===== config.mk =====
export PLATFORM = sky130hd
export DESIGN_NAME = ssf_serial_status
export DESIGN_NICKNAME = d
export VERILOG_FILES = /design/src/common/ssf_pkg.sv /design/src/logic/ssf_serial_status.sv
export SDC_FILE = /design/constraint.sdc
export NUM_CORES = 1
export LEC_CHECK = 0
export ABC_AREA = 1
export BUFFER_PORTS_ARGS = -buffer_cell sky130_fd_sc_hd__buf_4
export CORE_UTILIZATION = 37
export DETAILED_ROUTE_END_ITERATION = 10
export PLACE_DENSITY = 0.66
export SYNTH_ARGS = -nofsm -noshare
export SYNTH_HDL_FRONTEND = slang
export SYNTH_SLANG_ARGS = --single-unit

===== constraint.sdc =====
create_clock -name CLK -period 1.9 [get_ports CLK]
set_clock_uncertainty 0.05 [all_clocks]
set_input_delay 0 -clock CLK [delete_from_list [all_inputs] [get_ports CLK]]
set_output_delay 0 -clock CLK [all_outputs]
set_load 0.1 [all_outputs]

===== src/common/ssf_pkg.sv =====
package ssf_pkg;

	// ------------------------------------------------------------------
	// Register map (byte addresses on the register bus).
	// ------------------------------------------------------------------
	localparam logic [7:0] ADDR_STATUS  = 8'h00;
	localparam logic [7:0] ADDR_CONTROL = 8'h04;
	localparam logic [7:0] ADDR_TXDATA  = 8'h08;
	localparam logic [7:0] ADDR_RXDATA  = 8'h0c;

	// ------------------------------------------------------------------
	// Status field positions and reset value.
	// ------------------------------------------------------------------
	localparam int BIT_TX_EMPTY = 7;
	localparam int BIT_RX_FULL  = 6;
	localparam int BIT_OVERRUN  = 5;
	localparam int BIT_FRAMING  = 4;
	localparam int BIT_PARITY   = 3;
	localparam int BIT_TX_END   = 2;
	localparam int BIT_RX_MPB   = 1;
	localparam int BIT_TX_MPB   = 0;
	localparam logic [7:0] STATUS_RESET = 8'h84;

	// ------------------------------------------------------------------
	// Control field positions and reset value.
	// ------------------------------------------------------------------
	localparam int CTL_TX_IRQ_EN = 7;
	localparam int CTL_RX_IRQ_EN = 6;
	localparam int CTL_TX_EN     = 5;
	localparam int CTL_RX_EN     = 4;
	localparam int CTL_SYNC_MODE = 3;
	localparam int CTL_MULTIPROC = 2;
	localparam int CTL_PARITY_EN = 1;
	localparam int CTL_ODD       = 0;
	localparam logic [7:0] CONTROL_RESET = 8'h00;

	// Markers of the five read-then-clear flags, in status bit order 7..3.
	localparam int NUM_CLEARABLE = 5;
	localparam int CLEAR_LSB     = 3;

	localparam logic [1:0] HTRANS_NONSEQ = 2'b10;

endpackage


===== src/logic/ssf_serial_status.sv =====
`timescale 1ns/10ps

// How it works
// - Status byte holds tx empty, rx full, overrun, framing, parity, tx end, mpb, tx_multiproc_bit.
// - Reset or standby loads status with only tx empty and tx end set.
// - Writing one to the five clearable flags does nothing; only zero clears.
// - A zero write clears a flag only after software read it as one.
// - Tx end and received mpb ignore software writes to their own bits.
// - Tx empty sets on holding-to-shift transfer and stays set while tx disabled.
// - Tx disable sets tx empty; a DMA write of tx holding clears it.
// - Rx full sets on error-free receive transfer; a DMA read clears it.
// - DMA read of rx holding clears rx full like software read-then-clear.
// - Overrun and rx disable leave rx holding contents unchanged; errors and rx disable leave rx full unchanged.
// - A character ending while rx full is set raises overrun and is dropped.
// - Any error flag stops reception; in clocked mode it stops transmission too.
// - Asynchronous framing flag sets when the stop bit samples as zero.
// - With two stop bits only the first stop bit is checked.
// - Framing error stores the character but leaves rx full clear.
// - Asynchronous parity flag sets when ones count mismatches even or odd setting.
// - Parity error stores the character but leaves rx full clear.
// - Rx disable leaves overrun, framing and parity flags unchanged.
// - Tx end sets on last bit with tx empty, on reset, and on tx disable.
// - Tx end clears whenever tx empty is cleared by software or DMA, except in a cycle where last bit sets it.
// - Multiprocessor format captures each received mpb; rx disable keeps it.
// - Tx mpb goes out only in asynchronous multiprocessor format while transmitting.
// - Tx empty interrupt requested while tx empty and its enable are set.
// - Rx interrupt enable gates rx full and error interrupts; error from three flags.
module ssf_serial_status (
	// Clock and reset
	input  wire logic        CLK,
	input  wire logic        RST_N,
	input  wire logic        STANDBY,
	// AHB-Lite slave
	input  wire logic        HSEL,
	input  wire logic [7:0]  HADDR,
	input  wire logic [1:0]  HTRANS,
	input  wire logic        HWRITE,
	input  wire logic [2:0]  HSIZE,
	input  wire logic [31:0] HWDATA,
	input  wire logic        HREADY,
	output logic      [31:0] HRDATA,
	output logic             HREADYOUT,
	output logic             HRESP,
	// DMA controller accesses to the data registers
	input  wire logic        DMA_TX_WRITE,
	input  wire logic [7:0]  DMA_TX_DATA,
	input  wire logic        DMA_RX_READ,
	// Transmit shifter side
	input  wire logic        TX_LOAD,
	input  wire logic        TX_LAST_BIT,
	output logic      [7:0]  TX_HOLDING,
	output logic             TX_MPB_OUT,
	output logic             TX_ALLOWED,
	// Receive shifter side
	input  wire logic        RX_DONE,
	input  wire logic [7:0]  RX_DATA,
	input  wire logic        RX_PARITY_BIT,
	input  wire logic        RX_STOP_BIT,
	input  wire logic        RX_MPB_IN,
	output logic             RX_ALLOWED,
	// Configuration and interrupt requests
	output logic             TX_ENABLE,
	output logic             RX_ENABLE,
	output logic             SYNC_MODE,
	output logic             TX_EMPTY_IRQ,
	output logic             RX_FULL_IRQ,
	output logic             RX_ERROR_IRQ
);

	// ------------------------------------------------------------------
	// Bus decode.
	// ------------------------------------------------------------------
	logic       ph_valid_reg;
	logic       ph_write_reg;
	logic [7:0] ph_addr_reg;
	logic       start;
	logic       wr_status;
	logic       wr_control;
	logic       wr_txdata;
	logic       rd_status;
	logic       rd_rxdata;
	logic       hit_status;
	logic       hit_control;
	logic       hit_txdata;
	logic       hit_rxdata;

	// HSIZE is not decoded: every register is one aligned word, and byte lanes
	// 31..8 read as zero.
	assign start = HSEL && HREADY && (HTRANS == ssf_pkg::HTRANS_NONSEQ);

	// The decode works on the address captured in the address phase, so every
	// action lands at the end of the data phase, where HWDATA is valid.
	assign hit_status  = ph_valid_reg && ph_addr_reg == ssf_pkg::ADDR_STATUS;
	assign hit_control = ph_valid_reg && ph_addr_reg == ssf_pkg::ADDR_CONTROL;
	assign hit_txdata  = ph_valid_reg && ph_addr_reg == ssf_pkg::ADDR_TXDATA;
	assign hit_rxdata  = ph_valid_reg && ph_addr_reg == ssf_pkg::ADDR_RXDATA;

	always_ff @(posedge CLK) begin
		if (!RST_N) begin
			ph_valid_reg <= 1'b0;
			ph_write_reg <= 1'b0;
			ph_addr_reg  <= 8'h00;
		end else begin
			ph_valid_reg <= start;
			ph_write_reg <= HWRITE;
			ph_addr_reg  <= HADDR;
		end
	end

	always_comb begin
		wr_status  = 1'b0;
		wr_control = 1'b0;
		wr_txdata  = 1'b0;
		rd_status  = 1'b0;
		rd_rxdata  = 1'b0;
		// The hits are one-hot because the addresses differ, so the order of this
		// chain does not matter.
		if (hit_status && ph_write_reg) begin
			wr_status = 1'b1;
		end else if (hit_control && ph_write_reg) begin
			wr_control = 1'b1;
		end else if (hit_txdata && ph_write_reg) begin
			wr_txdata = 1'b1;
		end else if (hit_status && !ph_write_reg) begin
			rd_status = 1'b1;
		end else if (hit_rxdata && !ph_write_reg) begin
			rd_rxdata = 1'b1;
		end
	end

	// No wait states: every register answers in the data phase, so the master never stalls.
	assign HREADYOUT = 1'b1;
	assign HRESP     = 1'b0;

	// ------------------------------------------------------------------
	// Control register.
	// ------------------------------------------------------------------
	logic [7:0] control_reg;

	// Standby returns the control bits to their reset state as reset does; the
	// holding registers are left alone so that data survives a short standby.
	always_ff @(posedge CLK) begin
		if (!RST_N || STANDBY) begin
			control_reg <= ssf_pkg::CONTROL_RESET;
		end else if (wr_control) begin
			control_reg <= HWDATA[7:0];
		end
	end

	assign TX_ENABLE = control_reg[ssf_pkg::CTL_TX_EN];
	assign RX_ENABLE = control_reg[ssf_pkg::CTL_RX_EN];
	assign SYNC_MODE = control_reg[ssf_pkg::CTL_SYNC_MODE];

	// ------------------------------------------------------------------
	// Receive character checks.
	// ------------------------------------------------------------------
	logic status_err;
	logic multiproc;
	logic framing_err;
	logic parity_err;
	logic rx_accept;
	logic rx_overrun;
	logic rx_clean;
	logic [7:0] status_reg;

	assign status_err = status_reg[ssf_pkg::BIT_OVERRUN] | status_reg[ssf_pkg::BIT_FRAMING]
		| status_reg[ssf_pkg::BIT_PARITY];
	assign multiproc  = control_reg[ssf_pkg::CTL_MULTIPROC] && !SYNC_MODE;
	// Only the first stop bit is presented here; a second one is never checked.
	assign framing_err = !SYNC_MODE && !RX_STOP_BIT;
	// Multiprocessor format carries no parity bit, so the check is skipped there.
	assign parity_err  = !SYNC_MODE && !multiproc && control_reg[ssf_pkg::CTL_PARITY_EN]
		&& ((^RX_DATA ^ RX_PARITY_BIT) != control_reg[ssf_pkg::CTL_ODD]);
	// A strobe that arrives while reception is halted is ignored altogether; the
	// peer must not expect it to be held over.
	assign rx_accept  = RX_DONE && RX_ALLOWED;
	// An overrun keeps the character out of rx holding, but its mpb is still captured
	// and its framing and parity checks still set their flags beside the overrun flag.
	assign rx_overrun = rx_accept && status_reg[ssf_pkg::BIT_RX_FULL];
	assign rx_clean   = rx_accept && !rx_overrun && !framing_err && !parity_err;

	// Errors halt reception until software clears them; in clocked mode both
	// directions share one clock, so transmission halts as well.
	assign RX_ALLOWED = RX_ENABLE && !status_err;
	assign TX_ALLOWED = TX_ENABLE && !(SYNC_MODE && status_err);

	// ------------------------------------------------------------------
	// Data holding registers.
	// ------------------------------------------------------------------
	logic [7:0] rx_holding_reg;
	logic [7:0] tx_holding_reg;
	logic [7:0] rx_holding_next;
	logic [7:0] tx_holding_next;

	// A character that overruns is lost; the one already waiting stays intact.
	always_comb begin
		rx_holding_next = rx_holding_reg;
		if (rx_accept && !rx_overrun) begin
			rx_holding_next = RX_DATA;
		end
	end

	always_ff @(posedge CLK) begin
		if (!RST_N) begin
			rx_holding_reg <= 8'h00;
		end else begin
			rx_holding_reg <= rx_holding_next;
		end
	end

	// The DMA controller wins a collision with a software write, since its
	// transfer cannot be retried by the bus.
	always_comb begin
		tx_holding_next = tx_holding_reg;
		if (DMA_TX_WRITE) begin
			tx_holding_next = DMA_TX_DATA;
		end else if (wr_txdata) begin
			tx_holding_next = HWDATA[7:0];
		end
	end

	always_ff @(posedge CLK) begin
		if (!RST_N) begin
			tx_holding_reg <= 8'h00;
		end else begin
			tx_holding_reg <= tx_holding_next;
		end
	end

	assign TX_HOLDING = tx_holding_reg;
	assign TX_MPB_OUT = multiproc && TX_ALLOWED && status_reg[ssf_pkg::BIT_TX_MPB];

	// ------------------------------------------------------------------
	// Read-as-one markers for bits 7..3.
	// ------------------------------------------------------------------
	logic [ssf_pkg::NUM_CLEARABLE-1:0] seen_reg;
	logic [ssf_pkg::NUM_CLEARABLE-1:0] clr;
	logic [ssf_pkg::NUM_CLEARABLE-1:0] set;

	// A flag that sets in the same cycle as its clear stays set.
	// Index 4 of these vectors is status bit 7, index 0 is status bit 3.
	assign set[4] = !TX_ENABLE || TX_LOAD;
	assign set[3] = rx_clean;
	assign set[2] = rx_overrun;
	assign set[1] = rx_accept && framing_err;
	assign set[0] = rx_accept && parity_err;

	// A marker is dropped as soon as its flag reads zero, so a read made before
	// an earlier event can never arm the clear of a later one. Software must
	// therefore read again after every new event before it writes zero.
	genvar g;
	generate
		for (g = 0; g < ssf_pkg::NUM_CLEARABLE; g++) begin : g_clear
			assign clr[g] = wr_status && !HWDATA[ssf_pkg::CLEAR_LSB+g]
				&& seen_reg[g];
			always_ff @(posedge CLK) begin
				if (!RST_N || STANDBY) begin
					seen_reg[g] <= 1'b0;
				end else if (rd_status && status_reg[ssf_pkg::CLEAR_LSB+g]) begin
					seen_reg[g] <= 1'b1;
				end else if (clr[g] || !status_reg[ssf_pkg::CLEAR_LSB+g]) begin
					seen_reg[g] <= 1'b0;
				end
			end
			always_ff @(posedge CLK) begin
				if (!RST_N || STANDBY) begin
					status_reg[ssf_pkg::CLEAR_LSB+g] <= ssf_pkg::STATUS_RESET[ssf_pkg::CLEAR_LSB+g];
				end else if (set[g]) begin
					status_reg[ssf_pkg::CLEAR_LSB+g] <= 1'b1;
				end else if (clr[g] || (g == 4 && DMA_TX_WRITE) || (g == 3 && DMA_RX_READ)) begin
					status_reg[ssf_pkg::CLEAR_LSB+g] <= 1'b0;
				end
			end
		end
	endgenerate

	// ------------------------------------------------------------------
	// Hardware-only and plain bits.
	// ------------------------------------------------------------------
	logic tx_empty_clear;

	// Tx end follows tx empty down, but never in a cycle in which tx empty is
	// being set again, so tx end never clears while tx empty stays set.
	assign tx_empty_clear = !set[4] && (clr[4] || DMA_TX_WRITE);

	always_ff @(posedge CLK) begin
		if (!RST_N || STANDBY) begin
			status_reg[ssf_pkg::BIT_TX_END] <= 1'b1;
		end else if (!TX_ENABLE || (TX_LAST_BIT && status_reg[ssf_pkg::BIT_TX_EMPTY])) begin
			status_reg[ssf_pkg::BIT_TX_END] <= 1'b1;
		end else if (tx_empty_clear) begin
			status_reg[ssf_pkg::BIT_TX_END] <= 1'b0;
		end
	end

	// Outside multiprocessor format the captured bit is left alone rather than
	// cleared, so a switch of format does not lose it.
	always_ff @(posedge CLK) begin
		if (!RST_N || STANDBY) begin
			status_reg[ssf_pkg::BIT_RX_MPB] <= 1'b0;
		end else if (rx_accept && multiproc) begin
			status_reg[ssf_pkg::BIT_RX_MPB] <= RX_MPB_IN;
		end
	end

	// The bit to send is plain storage; it reaches the line only through TX_MPB_OUT.
	always_ff @(posedge CLK) begin
		if (!RST_N || STANDBY) begin
			status_reg[ssf_pkg::BIT_TX_MPB] <= 1'b0;
		end else if (wr_status) begin
			status_reg[ssf_pkg::BIT_TX_MPB] <= HWDATA[ssf_pkg::BIT_TX_MPB];
		end
	end

	// ------------------------------------------------------------------
	// Named views of the status and control bits.
	// ------------------------------------------------------------------
	// Naming each bit keeps the read path and the interrupt requests readable
	// and makes the status order 7..0 visible in one place.
	logic tx_holding_empty;
	logic rx_holding_full;
	logic overrun_flag;
	logic framing_flag;
	logic parity_flag;
	logic tx_end_flag;
	logic rx_multiproc_bit;
	logic tx_multiproc_bit;
	logic tx_irq_enable;
	logic rx_irq_enable;

	assign tx_holding_empty = status_reg[ssf_pkg::BIT_TX_EMPTY];
	assign rx_holding_full  = status_reg[ssf_pkg::BIT_RX_FULL];
	assign overrun_flag     = status_reg[ssf_pkg::BIT_OVERRUN];
	assign framing_flag     = status_reg[ssf_pkg::BIT_FRAMING];
	assign parity_flag      = status_reg[ssf_pkg::BIT_PARITY];
	assign tx_end_flag      = status_reg[ssf_pkg::BIT_TX_END];
	assign rx_multiproc_bit = status_reg[ssf_pkg::BIT_RX_MPB];
	assign tx_multiproc_bit = status_reg[ssf_pkg::BIT_TX_MPB];
	assign tx_irq_enable    = control_reg[ssf_pkg::CTL_TX_IRQ_EN];
	assign rx_irq_enable    = control_reg[ssf_pkg::CTL_RX_IRQ_EN];

	// ------------------------------------------------------------------
	// Read data and interrupt requests.
	// ------------------------------------------------------------------
	always_comb begin
		HRDATA = 32'h0000_0000;
		if (hit_status) begin
			HRDATA = {24'h00_0000, tx_holding_empty, rx_holding_full, overrun_flag,
				framing_flag, parity_flag, tx_end_flag, rx_multiproc_bit,
				tx_multiproc_bit};
		end else if (hit_control) begin
			HRDATA = {24'h00_0000, control_reg};
		end else if (hit_txdata) begin
			HRDATA = {24'h00_0000, tx_holding_reg};
		end else if (hit_rxdata) begin
			HRDATA = {24'h00_0000, rx_holding_reg};
		end
	end

	// Requests are levels: each falls as soon as its flag is cleared or its enable dropped.
	assign TX_EMPTY_IRQ = tx_holding_empty && tx_irq_enable;
	assign RX_FULL_IRQ  = rx_holding_full && rx_irq_enable;
	assign RX_ERROR_IRQ = (overrun_flag || framing_flag || parity_flag)
		&& rx_irq_enable;

endmodule


# Word level (Yosys, flattened, before mapping)
# Cells that the tools add are included.
dict set report totals {
  output_inout_bits 51
  regBits 47
  word_cells 157
}
dict set report op_classes {
  n_mux 34
  n_reduce_logical 96
  eq_ne 5
  n_bitwise 3
}
# op n
set ops {}
lappend ops {{1-bit logical AND} 48}
lappend ops {{8-bit two-way mux} 6}
lappend ops {{1-bit two-way mux} 28}
lappend ops {{1-bit logical NOT} 22}
lappend ops {{2-bit nonzero test} 10}
lappend ops {{8-bit by 4-bit equality test with 1-bit output, second input constant} 2}
lappend ops {{1-bit logical OR} 12}
lappend ops {{8-bit by 3-bit equality test with 1-bit output, second input constant} 1}
lappend ops {{8-bit logical NOT} 1}
lappend ops {{8-bit parity} 1}
lappend ops {{2-bit OR reduction} 2}
lappend ops {{2-bit equality test, second input constant} 1}
lappend ops {{1-bit bitwise OR} 2}
lappend ops {{1-bit != test} 1}
lappend ops {{1-bit XOR} 1}

# Longest topological paths before layout
# Gate-level depths: netlist of run 1.
dict set report logic_depth {
  word_depth 11
  depth_mapped 12
}

# Least setup slack after synthesis of run 1
# No wires, ideal clock.
dict set report synth_timing {
  path_type {register -> output}
  start {register control_reg[5]}
  end {output TX_MPB_OUT}
  t_arrival_ns 4.088
  required_ns 1.850
  path_slack_ns -2.238
  stages_incl_launch_ff 3
  cell_sequence {dfxtp_1 -> inv_1 -> nor4_1}
}
dict set report synth_via {
  elab_chain_cells 3
}
# element line
set synth_rtl {}
lappend synth_rtl {{from (decl)} ssf_serial_status.sv:138} ;# logic [7:0] control_reg;
lappend synth_rtl {{from (signal assigned)} ssf_serial_status.sv:144} ;# control_reg <= ssf_pkg::CONTROL_RESET;
lappend synth_rtl {{from (signal assigned)} ssf_serial_status.sv:146} ;# control_reg <= HWDATA[7:0];
lappend synth_rtl {{1-bit logical AND} ssf_serial_status.sv:185} ;# assign TX_ALLOWED = TX_ENABLE && !(SYNC_MODE && status_err);
lappend synth_rtl {{1-bit logical AND (2 in a row)} ssf_serial_status.sv:231} ;# assign TX_MPB_OUT = multiproc && TX_ALLOWED && status_reg[ssf_pkg::BIT_TX_MPB];
lappend synth_rtl {{to (decl)} ssf_serial_status.sv:52} ;# output logic TX_MPB_OUT,
# No other way between the ends.

# Final worst setup path of run 1
dict set report layout_timing {
  start {register ph_addr_reg[2]}
  end {output HRDATA[1]}
}
dict set report layout_via {
  elab_chain_cells 6
  elab_cells_between_ends 12
}
# element line
set layout_rtl {}
lappend layout_rtl {{from (decl)} ssf_serial_status.sv:75} ;# logic [7:0] ph_addr_reg;
lappend layout_rtl {{from (signal assigned)} ssf_serial_status.sv:102} ;# ph_addr_reg <= 8'h00;
lappend layout_rtl {{from (signal assigned)} ssf_serial_status.sv:106} ;# ph_addr_reg <= HADDR;
lappend layout_rtl {{8-bit by 4-bit equality test with 1-bit output} ssf_serial_status.sv:96} ;# assign hit_rxdata = ph_valid_reg && ph_addr_reg == ssf_pkg::ADDR_RXDATA;
lappend layout_rtl {{1-bit logical AND} ssf_serial_status.sv:96}
lappend layout_rtl {{8-bit two-way mux} ssf_serial_status.sv:355} ;# end else if (hit_rxdata) begin
lappend layout_rtl {{8-bit two-way mux} ssf_serial_status.sv:353} ;# end else if (hit_txdata) begin
lappend layout_rtl {{8-bit two-way mux} ssf_serial_status.sv:351} ;# end else if (hit_control) begin
lappend layout_rtl {{8-bit two-way mux (*)} ssf_serial_status.sv:347} ;# if (hit_status) begin
lappend layout_rtl {{to (decl)} ssf_serial_status.sv:41} ;# output logic [31:0] HRDATA,
# Every way passes the cells marked *; elsewhere a longest branch is shown, timed or not.

==> results.sh, run 1 <==
export IMPL_drv_slew=0
export IMPL_required_ps=1850
export IMPL_utilization=0.620
export IMPL_std_cell_rows=29
export IMPL_final_common_cell="nand2_1"
export IMPL_cts_path_max_buffers=2
export IMPL_period_share=0.986
export IMPL_synth_avg_cell_area_um2=7.10
export IMPL_grt_pass1_wl_um=12500
export IMPL_pin_count=126
export IMPL_dieHeight_um=85.0
export IMPL_clock_sinks=47
export IMPL_grt_max_degree=20
export IMPL_fin_nets=570
export IMPL_wl_um=7810
export IMPL_coreArea_mm2=0.00649
export IMPL_place_inst=502
export IMPL_synthFlopType="dfxtp_1"
export IMPL_hold_ws_ps=46.5
export IMPL_start_util=0.392
export IMPL_initialDrtViolationCount=153
export IMPL_rsz0062_at_grt="yes"
export IMPL_fp_dieW_um=85.0
export IMPL_status="complete, but fails checks"
export IMPL_cts_clk_slew_worst_paths_ps=90
export IMPL_p_leak_nw=1.76
export IMPL_timing_fmax_mhz=534
export IMPL_criticalPathCategory="reg2out"
export IMPL_ys_types=38
export IMPL_synth_area_top_cells="dfxtp_1 37%, nand2_1 12%, buf_4 8.0%"
export IMPL_final_layout_size_suffix_gt1_frac=0.286
export IMPL_synth_seq_cells=47
export IMPL_syn_area_mm2=0.00255
export IMPL_grtUsageTotal=0.218
export IMPL_cts_buffers=5
export IMPL_area_growth_pct=58.0
export IMPL_drc_errors=8
export IMPL_yosysWarnings=0
export IMPL_instances_no_fill=573
export IMPL_drtAntennaViolNets=0
export IMPL_clock_root_buffer="clkbuf_8"
export IMPL_synth_edf_count=0
export IMPL_insertion_delay_ps=300
export IMPL_period_minus_slack_ps=1870
export IMPL_irDropWorstVdd_mv=0.295
export IMPL_first_pass_iters=8
export IMPL_layout_common_cells="81 x nand2_1, 74 x buf_4, 58 x dlygate4sd3_1"
export IMPL_setup_viol=0
export IMPL_tns_ps=0
export IMPL_h_tree_depth=2
export IMPL_n_antenna_cell=0
export IMPL_yosysSeqAreaShare=0.369
export IMPL_first_global_vias=2687
export IMPL_hold_viol=0
export IMPL_port_buffers=72
export IMPL_routed_via_density=4.78
export IMPL_worst_setup_path_start_kind="flop"
export IMPL_crit_arrival_ps=1820
export IMPL_finalWeightedCongestion=0.839
export IMPL_async_flop_share=0
export IMPL_tritoncts="built"
export IMPL_synth_cells=359
export IMPL_antenna_found_initial=0
export IMPL_grt_overflow=0
export IMPL_crit_fanout=9
export IMPL_hold_class="in2reg"
export IMPL_die_area_mm2=0.00722
export IMPL_end_kind="primary output"
export IMPL_hpwl_um=5350
export IMPL_yosys_area_top_type_share=0.369
export IMPL_drt_wirelength_per_cell_um=13.6
export IMPL_p_per_area_mw_per_mm2=558
export IMPL_route_vias_total=2739
export IMPL_drv_cap=0
export IMPL_violations="design-rule violations"
export IMPL_yosysTopAreaCell="dfxtp_1"
[report_power, final]
part	switching [mW]	internal, mW	total [mW]	leakage [nW]
logic	0.431	0.194	0.626	1.34
registers	0.0151	1.01	1.02	0.385
clock network	0.342	0.258	0.600	0.0412
total	0.789	1.46	2.25	1.76
[cells in the mapped netlist (4+ instances only)]
cell type	number
a21oi_1	28
nand4_1	8
buf_4	27
nand2_2	4
a31oi_1	9
nand2_1	83
dfxtp_1	47
inv_2	6
nor3_1	5
o21ai_0	13
nor2_1	21
inv_1	45
nand3_1	19
a32oi_1	4
[per-layer routing]
layer / up-vias / GRT usage / wire [um]
li1: 1385 / - / -
met3: 11 / 0.0340 / 307
met2: 82 / 0.389 / 3910
met5: - / 0 / 0
met1: 1261 / 0.276 / 3450
met4: 0 / 0.0524 / 138
[per-stage QoR]
stage | worst slack [ps] | cell area, um2 | total power, mW
2_1_floorplan | -386 | 2780 | 1.47
3_3_place_gp | 236 | 3190 | 1.56
3_5_place_dp | 211 | 3190 | 1.56
4_1_cts | 7.66 | 3900 | 2.23
5_1_grt | -53.9 | 4020 | 2.32
6_report | 25.8 | 4020 | 2.25
[path summary, 6_finish.rpt]
| kind | startpoint | end | slack (ps) | cells after the start |
|---|---|---|---|---|
| hold / removal | STANDBY | tx_end_flag | 50 | 4 |
| setup / recovery | ph_addr_reg[2] | HRDATA[1] | 30 | 7 |
| hold reg to reg | seen_reg[0] | seen_reg[0] | 420 | 2 |
| setup reg to reg | ph_addr_reg[4] | rx_holding_full | 210 | 11 |
[critical path, cell delays in order (launching register included)]
cell	delay [ps]
dfxtp_1	320
nand2_1	100
clkinvlp_4	200
nand2_4	170
inv_4	80
a21oi_1	310
a31oi_4	140
buf_8	200
[area by class of cell]
| cell class | count | area, um2 |
|---|---|---|
| multi-input cells | 246 | 1380 |
| inverters | 55 | 225 |
| flip-flops and latches | 47 | 950 |
| repair buffers | 140 | 1290 |
| well taps | 77 | 96.3 |
| clock buffers | 6 | 72.6 |
| clock inverters | 2 | 12.5 |
| fillers | 542 | 2470 |
[kinds of logic (layout without fill, tap and decap cells)]
group           count (synthesis)  count (layout)  synth area share
simple gates                  150             150             0.270
buf+inv                        90             203             0.191
compound gates                 68              68             0.160
flops                          47              47             0.369
other cells                     2              26           0.00295
xor+xnor                        2               2           0.00688
[timing repair]
item	CTS	global route
gates resized for setup	12	22
gates cloned	0	1
buffers inserted	0	4
endpoints found under the setup margin	5	8
endpoints found under the hold margin	41	0
hold buffers	58	0
pin swaps	0	6
No activity file was read; power rests on OpenSTA's default activity.
==> run 2: changes to the inputs <==
clock period = 2.1 ns   (was 1.9 ns; I/O delays follow)
==> run 2 against run 1 <==
The flow still finishes with violations (design-rule violations). Cell count is 1.6% higher. Critical path depth up 1. Clock power decreased by 1%. Sequential share of layout area decreased by 0.15 points. Total power fell by 7.1%. Worst setup slack gained 44 ps. First-iteration DRC count up 19%. Combinational power shrank 8.9%. Design area is 0.28% lower. Die area stayed put. Wire length is 1.9% higher. Hold slack better by 3.9 ps.
==> results.sh, run 2 (same netlist as run 1, synthesis figures left out) <==
export IMPL_violations="design-rule violations"
export IMPL_routed_via_density=4.86
export IMPL_hold_ws_ps=50.4
export IMPL_use_met1=0.274
export IMPL_setup_slack_ps=70.2
export IMPL_criticalPathCategory="reg2reg"
export IMPL_grt_max_degree=20
export IMPL_cts_clk_slew_worst_paths_ps=90
export IMPL_layout_common_cells="83 x nand2_1, 78 x buf_4, 66 x dlygate4sd3_1"
export IMPL_start_util=0.392
export IMPL_end_kind="flop"
export IMPL_use_met2=0.406
export IMPL_area_growth_pct=57.5
export IMPL_coreArea_mm2=0.00649
export IMPL_r2r_cells=8
export IMPL_crit_fanout=16
export IMPL_port_buffers=72
export IMPL_timing_rr_end="TX_HOLDING[7]"
export IMPL_startpoint="ph_addr_reg[7]"
export IMPL_wl_um=7960
export IMPL_std_cell_rows=29
export IMPL_grtUsageTotal=0.229
export IMPL_crit_path_end="TX_HOLDING[7]"
export IMPL_irDropWorstVdd_mv=0.276
export IMPL_r2r_start="ph_addr_reg[7]"
export IMPL_grt_busiest_layer="met2"
export IMPL_route_vias_total=2828
export IMPL_utilization=0.618
export IMPL_fp_dieW_um=85.0
export IMPL_n_antenna_cell=0
export IMPL_pin_count=126
export IMPL_h_tree_depth=2
export IMPL_tritoncts="built"
export IMPL_period_minus_slack_ps=2030
export IMPL_clock_root_buffer="clkbuf_8"
export IMPL_drc_errors=8
export IMPL_drtAntennaViolNets=0
export IMPL_die_area_mm2=0.00722
export IMPL_clock_sinks=47
export IMPL_dieHeight_um=85.0
export IMPL_first_pass_iters=8
export IMPL_hold_class="in2reg"
export IMPL_placed_area_mm2=0.00316
export IMPL_required_ps=2300
export IMPL_period_share=0.967
export IMPL_final_layout_size_suffix_gt1_frac=0.259
export IMPL_p_per_area_mw_per_mm2=520
export IMPL_final_common_cell="nand2_1"
export IMPL_grt_overflow=0
export IMPL_cts_buffers=5
export IMPL_finalWeightedCongestion=0.845
export IMPL_holdPathStages=4
export IMPL_drv_slew=0
export IMPL_hpwl_um=5360
export IMPL_cts_path_max_buffers=2
export IMPL_crit_path_cell_trace="nor2_1 -> nand2_1 -> nor2_4 -> nand2_2 -> inv_4 -> nand4_1 -> a31oi_1 -> dlygate4sd3_1"
export IMPL_insertion_delay_ps=310
export IMPL_drv_cap=0
export IMPL_fin_nets=579
export IMPL_crit_arrival_ps=2230
export IMPL_post_route_cell_area_mm2=0.00401
export IMPL_hold_viol=0
export IMPL_use_met3=0.0379
export IMPL_p_leak_nw=1.78
export IMPL_status="complete, but fails checks"
export IMPL_grt_pass1_wl_um=13000
export IMPL_antenna_found_initial=0
export IMPL_worst_setup_path_start_kind="flop"
export IMPL_first_global_vias=2805
export IMPL_slowest_delay_ps=580
export IMPL_drt_wirelength_per_cell_um=13.7
export IMPL_dp_slack_ps=241
export IMPL_setup_viol=0
export IMPL_initialDrtViolationCount=182
export IMPL_r2r_slack_ps=70
export IMPL_critPathSlowestCell="dlygate4sd3_1"
export IMPL_timing_fmax_mhz=493
[run 2: what timing repair did]
item / 4_1_cts / 5_1_grt
gates cloned: 0 / 1
buffers inserted: 0 / 7
setup endpoints to repair: 5 / 13
pin swaps: 0 / 2
endpoints found under the hold margin: 41 / 0
gates resized for setup: 3 / 9
hold buffers: 66 / 0
[run 2: layout make-up]
cell class	count	area (um2)
Clock buffer	6	82.6
Fill cell	591	2480
Clock inverter	2	16.3
Tap cell	77	96.3
Timing Repair Buffer	148	1290
Timing Repair inverter	1	7.51
Multi-Input combinational cell	246	1350
Sequential cell	47	941
Inverter	55	221
[run 2: routing by layer]
| metal | vias to the layer above | part of all wire |
|---|---|---|
| met5 | - | 0 |
| met4 | 0 | 0.028 |
| met3 | 19 | 0.055 |
| met2 | 122 | 0.51 |
| met1 | 1286 | 0.41 |
| li1 | 1401 | - |
[run 2: worst min path at each step]
stage                     startpoint      endpoint  slack, ps
final                        STANDBY   tx_end_flag         50
after global routing         STANDBY   tx_end_flag         50
after CTS                    STANDBY   tx_end_flag         50
after detailed placement   HTRANS[0]  ph_valid_reg        120
after global placement     HTRANS[0]  ph_valid_reg        120
after floorplan            HTRANS[0]  ph_valid_reg         30
[run 2: critical path: cells and delay by family (launching register included)]
kind | cells | cell delay, ps
AND/OR/NAND/NOR | 5 | 650
buffers and inverters | 2 | 740
flip-flops | 1 | 310
AO/OA/AOI/OAI | 1 | 220
[run 2: metrics by stage]
step / TNS [ps] / total power [mW] / instances
floorplan: -507 / 1.33 / 383
global placement: 0 / 1.41 / 500
detailed placement: 0 / 1.41 / 500
CTS: 0 / 2.08 / 574
global route: -35.2 / 2.16 / 582
finish: 0 / 2.09 / 582
[run 2: power by group]
group	total, mW	switching, mW	internal, mW
sequential	0.923	0.0145	0.909
combinational	0.570	0.389	0.181
clock	0.593	0.324	0.269
total	2.09	0.727	1.36
==> run 3: changes to the inputs <==
RECOVER_POWER = 50   (was unset)
REMOVE_ABC_BUFFERS = 1   (was unset)
==> run 3 against run 2 <==
The run still ends with design-rule violations left. Combinational power fell by 2%. Hold slack got worse by 49 ps. Die area did not move. Design area fell by 4.2%. Sequential share of layout area grew 1.0 points. Critical endpoint is now TX_HOLDING[0]. Highest routed layer unchanged.
==> results.sh, run 3 (same netlist as run 1, synthesis figures left out) <==
export IMPL_hold_ws_ps=1.63
export IMPL_drv_slew=0
export IMPL_crit_arrival_ps=2110
export IMPL_first_global_vias=2507
export IMPL_tritoncts="built"
export IMPL_setup_slack_ps=131
export IMPL_grt_overflow=0
export IMPL_start_util=0.392
export IMPL_worst_setup_path_start_kind="flop"
export IMPL_startpoint="ph_addr_reg[5]"
export IMPL_crit_fanout=8
export IMPL_drc_errors=5
export IMPL_fp_dieW_um=85.0
export IMPL_period_minus_slack_ps=1970
export IMPL_irDropWorstVdd_mv=0.288
export IMPL_fin_nets=576
export IMPL_h_tree_depth=2
export IMPL_relSlewSlack=0.206
export IMPL_end_kind="flop"
export IMPL_hold_class="in2reg"
export IMPL_required_ps=2240
export IMPL_wl_um=7310
export IMPL_violations="design-rule violations"
export IMPL_p_leak_nw=1.72
export IMPL_hold_viol=0
export IMPL_place_inst=498
export IMPL_dieHeight_um=85.0
export IMPL_finalWeightedCongestion=0.893
export IMPL_clock_sinks=47
export IMPL_insertion_delay_ps=300
export IMPL_crit_buf_inv=2
export IMPL_cp_top_family="buffers and inverters"
export IMPL_dp_slack_ps=261
export IMPL_slowest_delay_ps=560
export IMPL_area_growth_pct=50.9
export IMPL_pin_count=126
export IMPL_status="complete, but fails checks"
export IMPL_holdPathStages=3
export IMPL_cts_buffers=5
export IMPL_drt_wirelength_per_cell_um=12.6
export IMPL_initialDrtViolationCount=253
export IMPL_crit_top_cell="nand2_2"
export IMPL_grt_max_degree=20
export IMPL_final_layout_size_suffix_gt1_frac=0.213
export IMPL_clock_root_buffer="clkbuf_8"
export IMPL_std_cell_rows=29
export IMPL_route_vias_total=2740
export IMPL_whs_endpoint="rx_holding_reg[6]"
export IMPL_worst_pin_slew_ps=1200
export IMPL_drv_cap=0
export IMPL_coreArea_mm2=0.00649
export IMPL_n_antenna_cell=0
export IMPL_r2r_cells=9
export IMPL_min_delay_start="RST_N"
export IMPL_timing_fmax_mhz=508
export IMPL_first_pass_iters=8
export IMPL_hpwl_um=5060
export IMPL_period_share=0.938
export IMPL_cts_path_max_buffers=2
export IMPL_die_area_mm2=0.00722
export IMPL_routed_via_density=4.73
export IMPL_drtAntennaViolNets=0
export IMPL_layout_common_cells="82 x nand2_1, 67 x dlygate4sd3_1, 47 x dfxtp_1, 47 x buf_4, 42 x inv_1"
export IMPL_criticalPathCategory="reg2reg"
export IMPL_instances_no_fill=579
export IMPL_final_common_cell="nand2_1"
export IMPL_r2r_slack_ps=130
export IMPL_rsz0062_at_grt="no"
export IMPL_p_per_area_mw_per_mm2=570
export IMPL_utilization=0.592
export IMPL_antenna_found_initial=0
export IMPL_timing_rr_end="TX_HOLDING[0]"
export IMPL_crit_path_cell_trace="nor2_1 -> nand2_2 -> nor2_4 -> nand2_2 -> o21ai_2 -> inv_2 -> nand2_1 -> a31oi_1 -> dlygate4sd3_1"
export IMPL_cts_clk_slew_worst_paths_ps=90
export IMPL_grt_pass1_wl_um=11500
export IMPL_port_buffers=72
export IMPL_critPathSlowestCell="dlygate4sd3_1"
export IMPL_setup_viol=0
export IMPL_r2r_start="ph_addr_reg[5]"
export IMPL_grtUsageTotal=0.200
run 3: changes by cell type in the layout (fill, tap and decap cells not counted), sizes merged:
cell         previous run  this run
buf                    82        51
dlygate4sd3            66        67
clkbuf                  6        33
inv                    51        53
clkinvlp                4         2
bufinv                  0         1
clkinv                  3         2
run 3: cell type report:
type | count | area (um2)
inverters | 55 | 223
well taps | 77 | 96.3
fillers | 618 | 2650
repair inverters | 1 | 7.51
clock inverters | 2 | 38.8
flip-flops and latches | 47 | 941
repair buffers | 145 | 1210
clock buffers | 6 | 82.6
multi-input cells | 246 | 1240
run 3: through the flow:
step	instance area, um2	power (mW)	TNS, ps
after global placement	3010	1.40	0
after CTS	3800	2.19	0
after global routing	3840	2.28	0
after detailed placement	3010	1.40	0
final	3840	2.19	0
after floorplan	2360	1.28	-7820
run 3: worst max path at each step:
stage,to,slack (ps),depth (start not counted)
3_3_place_gp,HRDATA[0],280,8
6_report,TX_HOLDING[0],130,9
3_5_place_dp,HRDATA[0],260,8
4_1_cts,HRDATA[0],3,8
5_1_grt,TX_HOLDING[1],7,8
2_1_floorplan,TX_MPB_OUT,-2040,2
run 3: what timing repair did:
action,CTS,global route
setup buffers,0,5
hold buffers,67,0
gates resized for setup,1,18
endpoints found under the hold margin,41,0
endpoints found under the setup margin,5,18
cloned,0,1
pin swaps,0,2
run 3: power breakdown:
group	internal [mW]	switching (mW)	leakage (nW)
clock	0.392	0.321	0.0618
sequential	0.909	0.0135	0.383
combinational	0.172	0.384	1.27
total	1.47	0.719	1.72
run 3: worst reg2reg max path, delay by kind of cell, from the launching register on:
| kind | cells | cell delay (ps) |
|---|---|---|
| buffers and inverters | 2 | 660 |
| and+or+nand+nor | 5 | 600 |
| DFF | 1 | 310 |
| AOI/OAI and AO/OA | 2 | 230 |
run 3: metal layers:
metal | global-route usage | part of all wire | vias to the layer above
li1 | - | - | 1395
met1 | 0.255 | 0.45 | 1257
met2 | 0.353 | 0.50 | 82
met3 | 0.0282 | 0.037 | 6
met4 | 0.0508 | 0.0081 | 0
met5 | 0 | 0 | -
